### src/common/emm_pkg.sv
// package for the emulation memory mapper: types, encodings and constants
package emm_pkg;

    // ****************************************************************
    // sizes
    // ****************************************************************
    localparam int ADDR_W      = 24;
    localparam int NUM_RANGES  = 8;
    localparam int PAGE_SHIFT  = 8;                  // 256-byte granularity
    localparam int PAGE_W      = ADDR_W - PAGE_SHIFT;
    localparam int SHADOW_W    = 16;
    localparam int SHADOW_N    = 4;

    // ****************************************************************
    // memory types
    // ****************************************************************
    typedef enum logic [2:0] {
        EMM_EMUL_RAM   = 3'h0,
        EMM_EMUL_ROM   = 3'h1,
        EMM_TARGET_RAM = 3'h2,
        EMM_TARGET_ROM = 3'h3,
        EMM_GUARDED    = 3'h4
    } emm_mem_t;

    // ****************************************************************
    // access space qualifiers
    // ****************************************************************
    typedef enum logic [3:0] {
        EMM_FC_NONE      = 4'h0,
        EMM_FC_SUPER     = 4'h1,
        EMM_FC_SUPER_PRG = 4'h2,
        EMM_FC_SUPER_DAT = 4'h3,
        EMM_FC_USER      = 4'h4,
        EMM_FC_USER_PRG  = 4'h5,
        EMM_FC_USER_DAT  = 4'h6,
        EMM_FC_PRG       = 4'h7,
        EMM_FC_DAT       = 4'h8
    } emm_fcq_t;

    // access space line codes (line 2 = supervisor, 1 = program, 0 = data)
    localparam logic [2:0] FC_USER_DAT  = 3'h1;
    localparam logic [2:0] FC_USER_PRG  = 3'h2;
    localparam logic [2:0] FC_SUPER_DAT = 3'h5;
    localparam logic [2:0] FC_SUPER_PRG = 3'h6;

    // ****************************************************************
    // per-range attributes and trace modes
    // ****************************************************************
    typedef enum logic [1:0] {
        EMM_ATTR_NONE     = 2'h0,
        EMM_ATTR_INTERLK  = 2'h1,
        EMM_ATTR_BYTE     = 2'h2,
        EMM_ATTR_COMBINED = 2'h3
    } emm_attr_t;

    typedef enum logic [1:0] {
        EMM_TRACE_BACKGROUND = 2'h0,
        EMM_TRACE_FOREGROUND = 2'h1,
        EMM_TRACE_BOTH       = 2'h2
    } emm_trace_t;

    typedef struct packed {
        logic                enable;
        logic [PAGE_W-1:0]   start_page;
        logic [PAGE_W-1:0]   end_page;
        emm_fcq_t            fcq;
        emm_mem_t            mem;
        emm_attr_t           attr;
    } emm_range_t;

    // bus cycle as seen from the emulation processor
    typedef struct packed {
        logic                valid;
        logic [ADDR_W-1:0]   addr;
        logic [2:0]          fc;
        logic                write;
    } emm_cycle_t;

    // decision for one cycle
    typedef struct packed {
        logic                hit;
        logic [2:0]          index;
        emm_mem_t            mem;
        logic                emul_sel;
        logic                target_sel;
        logic                emul_wr_en;
        logic                target_wr_en;
        logic                interlock;
        logic                byte_wide;
        logic                trace;
    } emm_route_t;

    localparam emm_mem_t DEFAULT_MEM_RST = EMM_TARGET_RAM;

endpackage

### src/rtl/emm_mapper.sv
// emulation memory mapper: range decode, write protection, breaks, trace qualify
module emm_mapper #(
    parameter int NUM_RANGES = emm_pkg::NUM_RANGES
) (
    input  wire logic                                      sys_clk_i,
    input  wire logic                                      rst_n_i,
    input  wire emm_pkg::emm_range_t [NUM_RANGES-1:0]      range_cfg_i,
    input  wire emm_pkg::emm_mem_t                         default_mem_i,
    input  wire logic                                      rom_break_en_i,
    input  wire emm_pkg::emm_trace_t                       trace_mode_i,
    input  wire logic                                      background_i,
    input  wire emm_pkg::emm_cycle_t                       cycle_i,
    input  wire logic                                      data_size_acknowledge_i,
    input  wire logic                                      emul_reset_monitor_entry_i,
    input  wire logic [emm_pkg::SHADOW_N*emm_pkg::SHADOW_W-1:0] shadow_cfg_i,
    output logic                                           route_valid_o,
    output emm_pkg::emm_route_t                            route_o,
    output logic                                           emul_term_o,
    output logic                                           break_req_o,
    output logic                                           sys_load_o,
    output logic [emm_pkg::SHADOW_N*emm_pkg::SHADOW_W-1:0] sys_cfg_o
);

    // ****************************************************************
    // access space qualifier match
    // ****************************************************************
    function automatic logic fc_match(input emm_pkg::emm_fcq_t q, input logic [2:0] fc);
        logic sup;
        logic prg;
        logic dat;
        sup = fc[2];
        prg = (fc[1:0] == 2'h2);
        dat = (fc[1:0] == 2'h1);
        unique case (q)
            emm_pkg::EMM_FC_NONE:      fc_match = 1'b1;
            emm_pkg::EMM_FC_SUPER:     fc_match = sup;
            emm_pkg::EMM_FC_SUPER_PRG: fc_match = (fc == emm_pkg::FC_SUPER_PRG);
            emm_pkg::EMM_FC_SUPER_DAT: fc_match = (fc == emm_pkg::FC_SUPER_DAT);
            emm_pkg::EMM_FC_USER:      fc_match = !sup;
            emm_pkg::EMM_FC_USER_PRG:  fc_match = (fc == emm_pkg::FC_USER_PRG);
            emm_pkg::EMM_FC_USER_DAT:  fc_match = (fc == emm_pkg::FC_USER_DAT);
            emm_pkg::EMM_FC_PRG:       fc_match = prg;
            emm_pkg::EMM_FC_DAT:       fc_match = dat;
            default:                   fc_match = 1'b0;
        endcase
    endfunction

    // ****************************************************************
    // range decode
    // ****************************************************************
    logic [NUM_RANGES-1:0]        hit_vec;
    logic [emm_pkg::PAGE_W-1:0]   page;

    assign page = cycle_i.addr[emm_pkg::ADDR_W-1:emm_pkg::PAGE_SHIFT];

    for (genvar g = 0; g < NUM_RANGES; g++) begin : g_hit
        assign hit_vec[g] = range_cfg_i[g].enable
                         && page >= range_cfg_i[g].start_page
                         && page <= range_cfg_i[g].end_page
                         && fc_match(range_cfg_i[g].fcq, cycle_i.fc);
    end

    emm_pkg::emm_route_t next_route;
    emm_pkg::emm_mem_t   dflt;
    logic                next_break;

    // an emulation type as default falls back to target RAM
    always_comb begin
        dflt = default_mem_i;
        if (default_mem_i == emm_pkg::EMM_EMUL_RAM || default_mem_i == emm_pkg::EMM_EMUL_ROM) begin
            dflt = emm_pkg::DEFAULT_MEM_RST;
        end
    end

    always_comb begin
        emm_pkg::emm_attr_t attr;
        logic               rom;
        attr       = emm_pkg::EMM_ATTR_NONE;
        rom        = 1'b0;
        next_route = '0;
        next_route.mem = dflt;
        // lowest numbered matching range wins
        for (int i = NUM_RANGES - 1; i >= 0; i--) begin
            if (hit_vec[i]) begin
                next_route.hit   = 1'b1;
                next_route.index = 3'(i);
                next_route.mem   = range_cfg_i[i].mem;
                attr             = range_cfg_i[i].attr;
            end
        end
        next_route.emul_sel   = (next_route.mem == emm_pkg::EMM_EMUL_RAM)
                             || (next_route.mem == emm_pkg::EMM_EMUL_ROM);
        next_route.target_sel = (next_route.mem == emm_pkg::EMM_TARGET_RAM)
                             || (next_route.mem == emm_pkg::EMM_TARGET_ROM);
        next_route.emul_wr_en = cycle_i.write
                             && next_route.mem == emm_pkg::EMM_EMUL_RAM;
        next_route.target_wr_en = cycle_i.write && next_route.target_sel;
        next_route.interlock  = next_route.emul_sel
                             && (attr == emm_pkg::EMM_ATTR_INTERLK
                                 || attr == emm_pkg::EMM_ATTR_COMBINED);
        next_route.byte_wide  = next_route.emul_sel
                             && (attr == emm_pkg::EMM_ATTR_BYTE
                                 || attr == emm_pkg::EMM_ATTR_COMBINED);
        unique case (trace_mode_i)
            emm_pkg::EMM_TRACE_BACKGROUND: next_route.trace = background_i;
            emm_pkg::EMM_TRACE_FOREGROUND: next_route.trace = !background_i;
            emm_pkg::EMM_TRACE_BOTH:       next_route.trace = 1'b1;
            default:                       next_route.trace = 1'b0;
        endcase
        rom = (next_route.mem == emm_pkg::EMM_EMUL_ROM)
           || (next_route.mem == emm_pkg::EMM_TARGET_ROM);
        next_break = cycle_i.valid && !background_i
                  && ((next_route.mem == emm_pkg::EMM_GUARDED)
                      || (rom_break_en_i && cycle_i.write && rom));
    end

    // ****************************************************************
    // registered decision
    // ****************************************************************
    always_ff @(posedge sys_clk_i or negedge rst_n_i) begin
        if (!rst_n_i) begin
            route_valid_o <= 1'b0;
            route_o       <= '0;
            break_req_o   <= 1'b0;
        end else begin
            route_valid_o <= cycle_i.valid;
            route_o       <= next_route;
            break_req_o   <= next_break;
        end
    end

    // termination: interlocked cycles wait for the target acknowledge
    assign emul_term_o = route_valid_o && route_o.emul_sel
                      && (!route_o.interlock || data_size_acknowledge_i);

    // ****************************************************************
    // shadow configuration load
    // ****************************************************************
    always_ff @(posedge sys_clk_i or negedge rst_n_i) begin
        if (!rst_n_i) begin
            sys_load_o <= 1'b0;
            sys_cfg_o  <= '0;
        end else begin
            sys_load_o <= emul_reset_monitor_entry_i;
            if (emul_reset_monitor_entry_i) begin
                sys_cfg_o <= shadow_cfg_i;
            end
        end
    end

    // ****************************************************************
    // checks
    // ****************************************************************
    property p_rom_break;
        @(posedge sys_clk_i) disable iff (!rst_n_i)
        (cycle_i.valid && !background_i && cycle_i.write && rom_break_en_i
         && (next_route.mem == emm_pkg::EMM_EMUL_ROM || next_route.mem == emm_pkg::EMM_TARGET_ROM))
        |=> break_req_o;
    endproperty
    a_rom_break: assert property (p_rom_break) else $error("rom write missed break");

    property p_emul_rom_protect;
        @(posedge sys_clk_i) disable iff (!rst_n_i)
        route_o.mem == emm_pkg::EMM_EMUL_ROM |-> !route_o.emul_wr_en;
    endproperty
    a_emul_rom_protect: assert property (p_emul_rom_protect) else $error("emul rom written");

    property p_target_rom_write;
        @(posedge sys_clk_i) disable iff (!rst_n_i)
        (cycle_i.write && next_route.mem == emm_pkg::EMM_TARGET_ROM) |=> route_o.target_wr_en;
    endproperty
    a_target_rom_write: assert property (p_target_rom_write) else $error("target rom write lost");

    property p_no_break_off;
        @(posedge sys_clk_i) disable iff (!rst_n_i)
        (!rom_break_en_i && next_route.mem != emm_pkg::EMM_GUARDED) |=> !break_req_o;
    endproperty
    a_no_break_off: assert property (p_no_break_off) else $error("break while disabled");

    property p_trace_fg;
        @(posedge sys_clk_i) disable iff (!rst_n_i)
        (trace_mode_i == emm_pkg::EMM_TRACE_FOREGROUND) |=> (route_o.trace == !$past(background_i));
    endproperty
    a_trace_fg: assert property (p_trace_fg) else $error("foreground trace wrong");

    property p_interlock;
        @(posedge sys_clk_i) disable iff (!rst_n_i)
        (route_o.interlock && !data_size_acknowledge_i) |-> !emul_term_o;
    endproperty
    a_interlock: assert property (p_interlock) else $error("early termination");

    property p_guarded;
        @(posedge sys_clk_i) disable iff (!rst_n_i)
        (cycle_i.valid && !background_i && next_route.mem == emm_pkg::EMM_GUARDED) |=> break_req_o;
    endproperty
    a_guarded: assert property (p_guarded) else $error("guarded access missed break");

    property p_default_not_emul;
        @(posedge sys_clk_i) disable iff (!rst_n_i)
        (route_valid_o && !route_o.hit) |-> !route_o.emul_sel;
    endproperty
    a_default_not_emul: assert property (p_default_not_emul) else $error("default is emul");

    property p_shadow_load;
        @(posedge sys_clk_i) disable iff (!rst_n_i)
        emul_reset_monitor_entry_i |=> (sys_load_o && sys_cfg_o == $past(shadow_cfg_i));
    endproperty
    a_shadow_load: assert property (p_shadow_load) else $error("shadow not copied");

    property p_shadow_hold;
        @(posedge sys_clk_i) disable iff (!rst_n_i)
        !emul_reset_monitor_entry_i |=> (!sys_load_o && $stable(sys_cfg_o));
    endproperty
    a_shadow_hold: assert property (p_shadow_hold) else $error("shadow copy moved");

    property p_valid_follow;
        @(posedge sys_clk_i) disable iff (!rst_n_i)
        cycle_i.valid |=> route_valid_o;
    endproperty
    a_valid_follow: assert property (p_valid_follow) else $error("bus cycle not decoded");

    property p_hit_index;
        @(posedge sys_clk_i) disable iff (!rst_n_i)
        (cycle_i.valid && hit_vec != '0)
        |=> (route_o.hit && $past(hit_vec[next_route.index]));
    endproperty
    a_hit_index: assert property (p_hit_index) else $error("routed to a missed range");

    property p_lowest_wins;
        @(posedge sys_clk_i) disable iff (!rst_n_i)
        (cycle_i.valid && hit_vec[0]) |=> (route_o.index == 3'h0);
    endproperty
    a_lowest_wins: assert property (p_lowest_wins) else $error("wrong overlap winner");

    property p_no_hit_default;
        @(posedge sys_clk_i) disable iff (!rst_n_i)
        (cycle_i.valid && hit_vec == '0)
        |=> (!route_o.hit && (route_o.mem == $past(default_mem_i)
                              || route_o.mem == emm_pkg::EMM_TARGET_RAM));
    endproperty
    a_no_hit_default: assert property (p_no_hit_default) else $error("no default");

    for (genvar g = 0; g < NUM_RANGES; g++) begin : g_fc_chk
        property p_fc_none;
            @(posedge sys_clk_i) disable iff (!rst_n_i)
            (range_cfg_i[g].enable && range_cfg_i[g].fcq == emm_pkg::EMM_FC_NONE
             && page >= range_cfg_i[g].start_page && page <= range_cfg_i[g].end_page)
            |-> hit_vec[g];
        endproperty
        a_fc_none: assert property (p_fc_none) else $error("unqualified range missed");

        property p_fc_space;
            @(posedge sys_clk_i) disable iff (!rst_n_i)
            ((range_cfg_i[g].fcq == emm_pkg::EMM_FC_SUPER && !cycle_i.fc[2])
             || (range_cfg_i[g].fcq == emm_pkg::EMM_FC_USER && cycle_i.fc[2]))
            |-> !hit_vec[g];
        endproperty
        a_fc_space: assert property (p_fc_space) else $error("range hit in wrong space");
    end

    // attribute bit 1 asks for byte width, bit 0 for the interlock
    property p_byte_attr;
        @(posedge sys_clk_i) disable iff (!rst_n_i)
        (next_route.hit && next_route.emul_sel)
        |=> (route_o.byte_wide == $past(range_cfg_i[next_route.index].attr[1]));
    endproperty
    a_byte_attr: assert property (p_byte_attr) else $error("byte width lost");

    property p_interlock_attr;
        @(posedge sys_clk_i) disable iff (!rst_n_i)
        (next_route.hit && next_route.emul_sel)
        |=> (route_o.interlock == $past(range_cfg_i[next_route.index].attr[0]));
    endproperty
    a_interlock_attr: assert property (p_interlock_attr) else $error("interlock lost");

    property p_trace_bg;
        @(posedge sys_clk_i) disable iff (!rst_n_i)
        (trace_mode_i == emm_pkg::EMM_TRACE_BACKGROUND)
        |=> (route_o.trace == $past(background_i));
    endproperty
    a_trace_bg: assert property (p_trace_bg) else $error("background trace wrong");

    property p_bg_no_break;
        @(posedge sys_clk_i) disable iff (!rst_n_i)
        background_i |=> !break_req_o;
    endproperty
    a_bg_no_break: assert property (p_bg_no_break) else $error("break on monitor cycle");

    c_rom_break:  cover property (@(posedge sys_clk_i) disable iff (!rst_n_i)
                                  break_req_o && route_o.mem == emm_pkg::EMM_EMUL_ROM);
    c_interlock:  cover property (@(posedge sys_clk_i) disable iff (!rst_n_i)
                                  route_o.interlock && emul_term_o);
    c_overlap:    cover property (@(posedge sys_clk_i) disable iff (!rst_n_i)
                                  $countones(hit_vec) > 1);
    c_shadow:     cover property (@(posedge sys_clk_i) disable iff (!rst_n_i) sys_load_o);
    c_guarded:    cover property (@(posedge sys_clk_i) disable iff (!rst_n_i)
                                  break_req_o && route_o.mem == emm_pkg::EMM_GUARDED);

endmodule

### config.mk
export PLATFORM = sky130hd
export DESIGN_NAME = emm_mapper
export DESIGN_NICKNAME = d
export VERILOG_FILES = /design/src/common/emm_pkg.sv /design/src/rtl/emm_mapper.sv
export SDC_FILE = /design/constraint.sdc
export NUM_CORES = 1
export LEC_CHECK = 0
export BUFFER_PORTS_ARGS = -buffer_cell sky130_fd_sc_hd__clkbuf_2
export CORE_AREA = 10 10 195 197
export DETAILED_ROUTE_END_ITERATION = 7
export DIE_AREA = 0 0 205 207
export GPL_ROUTABILITY_DRIVEN = 0
export PLACE_DENSITY_LB_ADDON = 0.1
export SYNTH_ARGS = -nofsm -noshare
export SYNTH_HDL_FRONTEND = slang
export SYNTH_SLANG_ARGS = --single-unit
### constraint.sdc
create_clock -name sys_clk_i -period 0.8 [get_ports sys_clk_i]
set_input_delay 0.12 -clock sys_clk_i [delete_from_list [all_inputs] [get_ports sys_clk_i]]
set_output_delay 0.12 -clock sys_clk_i [all_outputs]
set_load 0.01 [all_outputs]
==> reports/metrics.yaml, run 1 <==
sta:
  fmax_mhz: 364
  maxSlewViolCount: 0
  setup_viol: 133
  min_period_ns: 2.75
  grt_setup_unrepaired: "true"
  worstMarginPinSlew_ns: 0.473
  layout_setup_ws_ns: -1.95
  skew_ns: 0
  min_period_over_period_pct: 343
  slew_headroom_pct: 68.5
  finalHoldViolations: 0
power_and_ir_drop:
  p_clk_share_pct: 23.0
  seqPwrFrac_pct: 25.8
  report.power.total_w: 0.0185
  p_int_w: 0.0120
  p_per_area_nw_per_um2: 1030
  swShare_pct: 34.9
  p_leak_nw: 10.0
  peakVddDrop_mv: 0.913
  combPwrFrac_pct: 51.2
  switchingPower_w: 0.00645
placement:
  place_hpwl_um: 45200
  pre_cts_ws_ns: -2.72
  dpl.cell_count: 2386
  port_buffers: 513
  placed_area_um2: 15600
global_routing:
  grt_start_max_net_pins: 49
  grt_pass1_vias: 12980
  gr-total-overflow: 0
  grt_pass1_wl_um: 76000
  antenna_found_initial: 5
  grt_use_total_pct: 23.1
cts:
  cts.sinks: 81
  clock-root-buffer: "clkbuf_16"
  htree_levels: 3
  cts_tree: "done"
  clk_pin_slew_ns: 0.07
  cts_buffers: 9
  cts_buffer_depth: 2
  clock_latency_ns: 0.33
layout:
  stdcell_area_um2: 17900
  layout_commonest_cell: "clkbuf_2"
  drive_above_1_share_pct: 49.5
  final-instance-count-excl-fill: 2470
  final_cell_mix: "456 x clkbuf_2, 266 x inv_1, 225 x ha_1"
  finalNetCount: 2704
  area_growth_pct: 68.4
floorplanning:
  io_pins: 522
  rows: 68
  fp.dieW_um: 205
  dieArea_um2: 42400
  start_util_pct: 31.2
  die_h_um: 207
  core_area_um2: 34100
detailed_routing:
  drtIter0Drc: 422
  vias: 12187
  drt-pass1-iter-count: 4
  ant_nets: 0
  route.detailed.drc: 0
  drt-wirelength-per-cell_um: 21.1
  drt_wl_total_um: 52200
  viasPerCell: 4.93
logic_synthesis:
  synth_flop_cell: "dfrtp_1"
  avgSynthCellArea_um2: 8.49
  async_reset_ff_share_pct: 100
  ys_ff_latch: 81
  synth_fp_nets: 1951
  yosysSeqAreaShare_pct: 19.0
  synthCells: 1255
  synth_edf_count: 0
  yosys_warnings: 0
  yosys.cell_types.count: 84
  syn_area_um2: 10700
setup_path:
  critPathMaxStageDelay_ns: 0.41
  crit_path_end_kind: "flip-flop"
  crit_chain: "buf_6, clkinvlp_4, buf_12, ha_4, nor2b_1, o21ai_1, a41oi_2, o41ai_2, and3_4, a221oi_2, a2111o_1, a41o_1, a31oi_4, mux2_4"
  crit_buf_inv: 3
  crit_arrival_ns: 2.96
  critPathLaunchType: "input port"
  worstPathMaxFanout: 6
  critical_path_class: "input port to flip-flop"
  critPathSlowestCell: "a2111o_1"
  critPathTopFamily: "compound AO/OA/AOI/OAI gates"
  worst-endpoint-required_ns: 1.02
flow_run:
  drv_cap: 0
outcome:
  violations: "setup timing"
  outcome: "complete, but fails checks"
hold_path:
  min_path_type: "input port to flip-flop"
logic make-up after synthesis:
kind of cell / synth area share (%)
flip-flops: 19.0
XOR/XNOR: 0.0822
AND/OR/NAND/NOR: 12.3
AO/OA/AOI/OAI: 20.7
adder cells (fa/ha/maj): 30.1
buffers and inverters: 10.5
multiplexers: 7.37
metal layers:
| metal | routed length, µm | part of all wire [%] | track usage [%] | vias up |
|---|---|---|---|---|
| met3 | 3510 | 6.7 | 5.57 | 72 |
| li1 | - | - | - | 6021 |
| met5 | 46 | 0.088 | 0 | - |
| met1 | 21100 | 40 | 26.2 | 5691 |
| met4 | 1520 | 2.9 | 7.23 | 6 |
| met2 | 26000 | 50 | 41.2 | 397 |
stage by stage:
stage	util, %	hold slack (ns)	TNS [ns]
CTS	49.8	0.000188	-40.46
global route	52.6	0.00205	-45.51
global placement	45.8	0.109	-42.88
finish	52.6	0.0111	-41.03
detailed placement	45.8	0.103	-43.01
floorplan	-	-0.176	-24.25
area by class of cell:
cell class,count,area (µm²)
clock buffer,10,239
tap,455,569
inverter,271,1020
clock inverter,6,72.6
timing repair buffer,759,5140
sequential,81,2030
antenna,2,5.00
multi-input combinational,886,8880
fill,3225,16200
cells in the mapped netlist, types with 6 or more instances:
library cell | count | area, µm²
nor2b_1 | 17 | 106
nor3_1 | 13 | 65.1
a21boi_0 | 7 | 52.6
o21ai_0 | 39 | 195
ha_1 | 256 | 3200
a211o_1 | 10 | 87.6
o41ai_1 | 7 | 61.3
o31ai_1 | 6 | 45.0
nand2_1 | 64 | 240
o2111ai_1 | 7 | 61.3
a41oi_1 | 8 | 70.1
nor4_1 | 7 | 43.8
a21oi_1 | 98 | 490
nand4_1 | 37 | 231
dfrtp_1 | 81 | 2030
o21a_1 | 11 | 82.6
inv_1 | 271 | 1020
mux2_2 | 64 | 721
clkbuf_1 | 8 | 30.0
nand3_1 | 18 | 90.1
o211ai_1 | 14 | 105
a211oi_1 | 17 | 128
a31oi_1 | 7 | 43.8
nand2b_1 | 15 | 93.8
a21o_1 | 24 | 180
nor2_1 | 38 | 143
state kept, by name, indices dropped and copies added, names as in the netlist:
register	flops
sys_load_o	1
sys_cfg_o	64
route_valid_o	1
break_req_o	1
route_o	14
power groups by stage:
| stage | clock network, W | logic (W) | registers, W |
|---|---|---|---|
| after floorplan | 0 | 0.00362 | 0.00500 |
| after global placement | 0 | 0.00773 | 0.00478 |
| after detailed placement | 0 | 0.00780 | 0.00481 |
| after CTS | 0.00436 | 0.00872 | 0.00472 |
| after global routing | 0.00450 | 0.0104 | 0.00481 |
| final | 0.00424 | 0.00945 | 0.00477 |
final timing paths:
kind                                   from       endpoint  slack, ns  cells past startpoint
max reg2reg                    sys_cfg_o[4]   sys_cfg_o[4]      -0.11                      2
max in group asynchronous           rst_n_i  sys_cfg_o[23]       0.19                      3
max                             cycle_i[12]    break_req_o      -1.95                     14
min                        shadow_cfg_i[52]  sys_cfg_o[52]       0.01                      2
min in group asynchronous           rst_n_i   sys_cfg_o[1]       0.36                      3
min reg2reg                   sys_cfg_o[12]  sys_cfg_o[12]       0.51                      1
repair_timing:
action | 4_1_cts | 5_1_grt
hold buffers | 3 | 0
buffers inserted | 40 | 28
pin swaps | 54 | 54
endpoints found under the setup margin | 96 | 117
endpoints found under the hold margin | 83 | 0
gates resized for setup | 133 | 182
gates cloned | 0 | 1
Note: power is estimated with default switching activity, not from simulation.
==> inputs of run 2 (changes only) <==
--- a/config.mk
+++ b/config.mk
@@ -10,7 +10,6 @@
 export DETAILED_ROUTE_END_ITERATION = 7
 export DIE_AREA = 0 0 205 207
 export GPL_ROUTABILITY_DRIVEN = 0
-export PLACE_DENSITY_LB_ADDON = 0.1
 export SYNTH_ARGS = -nofsm -noshare
 export SYNTH_HDL_FRONTEND = slang
 export SYNTH_SLANG_ARGS = --single-unit
==> run 2 against run 1 <==
  * The run still ends with setup timing left
  * Design area is 2.4% lower
  * Total power increased by 0.87%
  * Clock-buffer cell count unchanged
  * Sequential power about the same
  * Clock skew did not move
  * First-iteration DRC count grew 38%
  * Critical path depth is the same
  * Sequential share of layout area increased by 0.28 points
  * Largest power group unchanged
==> reports/metrics.yaml, run 2 (synthesis gave the netlist of run 1 again) <==
cts:
  cts_buffer_depth: 2  # unchanged
  cts_buffers: 9  # unchanged
  htree_levels: 3  # unchanged
  clk_pin_slew_ns: 0.07  # about the same
  cts_tree: "done"  # unchanged
  clock_latency_ns: 0.34  # was 0.33 ns
  clock-root-buffer: "clkbuf_16"  # unchanged
  cts.sinks: 81  # unchanged
global_routing:
  grt_use_total_pct: 23.8  # was 23.1%
  antenna_found_initial: 7  # was 5
  gr-total-overflow: 0  # unchanged
  grt_pass1_vias: 13638  # was 12,980
  grt_start_max_net_pins: 37  # was 49
  grt_pass1_wl_um: 78900  # was 76,000 µm
detailed_routing:
  routedLengthMet1_um: 20600  # was 21,100 µm
  drt-wirelength-per-cell_um: 21.4  # was 21.1 µm
  dr_wl_met3_um: 4030  # was 3510 µm
  drt_wl_total_um: 53000  # was 52,200 µm
  viasPerCell: 5.02  # was 4.93
  drtIter0Drc: 584  # was 422
  drt-pass1-iter-count: 5  # was 4
  ant_nets: 0  # unchanged
  route.detailed.drc: 0  # unchanged
  wl_met2_um: 26100  # was 26,000 µm
  vias: 12419  # was 12,187
  top_layer: "met5"  # unchanged
setup_path:
  crit_buf_inv: 3  # unchanged
  critPathLaunchType: "input port"  # unchanged
  critPathTopFamily: "compound AO/OA/AOI/OAI gates"  # unchanged
  crit_arrival_ns: 3.00  # was 2.96 ns
  critPathSlowestCell: "a211o_1"  # was a2111o_1
  critPathMaxStageDelay_ns: 0.29  # was 0.41 ns
  crit_chain: "clkbuf_4, ha_1, a211o_1, a21oi_2, o31ai_4, buf_4, a211o_1, and4_4, buf_4, a221oi_4, o31ai_2, a21o_1, nor4bb_4, mux2_4"  # was buf_6, clkinvlp_4, buf_12, ha_4, nor2b_1, o21ai_1, a41oi_2, o41ai_2, and3_4, a221oi_2, a2111o_1, a41o_1, a31oi_4, mux2_4
  worst-endpoint-required_ns: 1.02  # about the same
  worstPathMaxFanout: 11  # was 6
  crit_path_end_kind: "flip-flop"  # unchanged
  critical_path_class: "input port to flip-flop"  # unchanged
power_and_ir_drop:
  swShare_pct: 34.7  # was 34.9%
  p_leak_nw: 9.92  # was 10.0 nW
  combPwrFrac_pct: 49.4  # was 51.2%
  peakVddDrop_mv: 1.59  # was 0.913 mV
  switchingPower_w: 0.00647  # was 0.00645 W
  p_int_w: 0.0122  # was 0.0120 W
  p_per_area_nw_per_um2: 1060  # was 1030 nW/µm²
  p_clk_share_pct: 24.8  # was 23.0%
  seqPwrFrac_pct: 25.8  # about the same
sta:
  slew_headroom_pct: 70.4  # was 68.5%
  min_period_ns: 2.78  # was 2.75 ns
  min_period_over_period_pct: 348  # was 343%
  maxSlewViolCount: 0  # unchanged
  layout_setup_ws_ns: -1.98  # was -1.95 ns
  fmax_mhz: 359  # was 364 MHz
  finalHoldViolations: 0  # unchanged
  setup_viol: 133  # unchanged
  fin_tns_setup_ns: -42.87  # was -41.03 ns
  worstMarginPinSlew_ns: 0.441  # was 0.473 ns
  skew_ns: 0  # unchanged
  grt_setup_unrepaired: "true"  # unchanged
hold_path:
  min_path_type: "input port to flip-flop"  # unchanged
layout:
  layout_commonest_cell: "clkbuf_2"  # unchanged
  final_cell_mix: "461 x clkbuf_2, 266 x inv_1, 243 x ha_1"  # was 456 x clkbuf_2, 266 x inv_1, 225 x ha_1
  largest_register: "sys_cfg_o"  # unchanged
  finalNetCount: 2706  # was 2,704
  reg_top3: "sys_cfg_o: 64 flops, route_o: 14 flops"  # unchanged
  largest_register_ffs: 64  # unchanged
  drive_above_1_share_pct: 47.6  # was 49.5%
  area_growth_pct: 64.4  # was 68.4%
outcome:
  violations: "setup timing"  # unchanged
  outcome: "complete, but fails checks"  # unchanged
floorplanning:
  dieArea_um2: 42400  # unchanged
  rows: 68  # unchanged
  start_util_pct: 31.2  # unchanged
  core_area_um2: 34100  # unchanged
  die_h_um: 207  # unchanged
  io_pins: 522  # unchanged
  fp.dieW_um: 205  # unchanged
placement:
  pre_cts_ws_ns: -2.56  # was -2.72 ns
  place_hpwl_um: 46100  # was 45,200 µm
  port_buffers: 513  # unchanged
flow_run:
  drv_cap: 0  # unchanged
==> run 2: cell types whose count changed in the layout (fill, tap and decap cells not counted), moves of 6 or more <==
| cell | delta |
|---|---|
| ha_1 | +18 |
| ha_4 | -18 |
| buf_4 | -12 |
| buf_12 | -10 |
| buf_6 | +10 |
| dlygate4sd3_1 | +7 |
| clkbuf_4 | +6 |
==> run 2: path summary, 6_finish.rpt <==
| check | start | to | slack [ns] | depth (start not counted) |
|---|---|---|---|---|
| min reg2reg | sys_cfg_o[11] | sys_cfg_o[11] | 0.51 | 1 |
| max | cycle_i[16] | break_req_o | -1.98 | 14 |
| max reg2reg | sys_cfg_o[36] | sys_cfg_o[36] | -0.12 | 2 |
| min in group asynchronous | rst_n_i | sys_cfg_o[29] | 0.19 | 2 |
| max in group asynchronous | rst_n_i | sys_cfg_o[12] | 0.17 | 3 |
| min | shadow_cfg_i[2] | sys_cfg_o[2] | 0.01 | 2 |
==> run 2: per-layer routing <==
metal  track usage [%]  up-vias
met4              9.93        8
met5                 0        -
met3              6.80      112
met1              25.8     5778
li1                  -     6017
met2              42.2      504
==> run 2: through the flow <==
stage,hold slack [ns],total power (W),instances,utilization (%),area [µm²]
after global placement,-0.0177,0.0125,2382,45.3,15500
after detailed placement,-0.0179,0.0126,2382,45.3,15500
final,0.0137,0.0186,2473,51.3,17500
after global routing,0.00322,0.0198,2473,51.3,17500
after CTS,0.000432,0.0181,2457,49.3,16800
after floorplan,-0.176,0.00862,1255,-,11100
==> run 2: worst register-to-register path, cell delays in order, from the launching register on <==
cell and delay [ns]:
dfrtp_1 0.42, buf_6 0.13, mux2_4 0.26
==> run 2: area by class of cell <==
cell class | count | area (µm²)
diodes | 3 | 7.51
clock buffers | 10 | 239
clock inverters | 6 | 97.6
fillers | 3203 | 16600
inverters | 271 | 1020
multi-input cells | 886 | 8500
flip-flops and latches | 81 | 2030
well taps | 455 | 569
repair buffers | 761 | 5050
==> run 2: what timing repair did <==
item                                   CTS  global route
pin swaps                               36            36
setup endpoints to repair               97           128
hold buffers                            10             0
endpoints found under the hold margin   90             0
gates resized for setup                109           159
buffers inserted                        49            17
==> run 2: power by group through the flow <==
stage	sequential, W	combinational (W)	clock, W
floorplan	0.00500	0.00362	0
global placement	0.00481	0.00765	0
detailed placement	0.00483	0.00779	0
CTS	0.00474	0.00865	0.00470
global route	0.00484	0.0101	0.00490
finish	0.00480	0.00921	0.00462
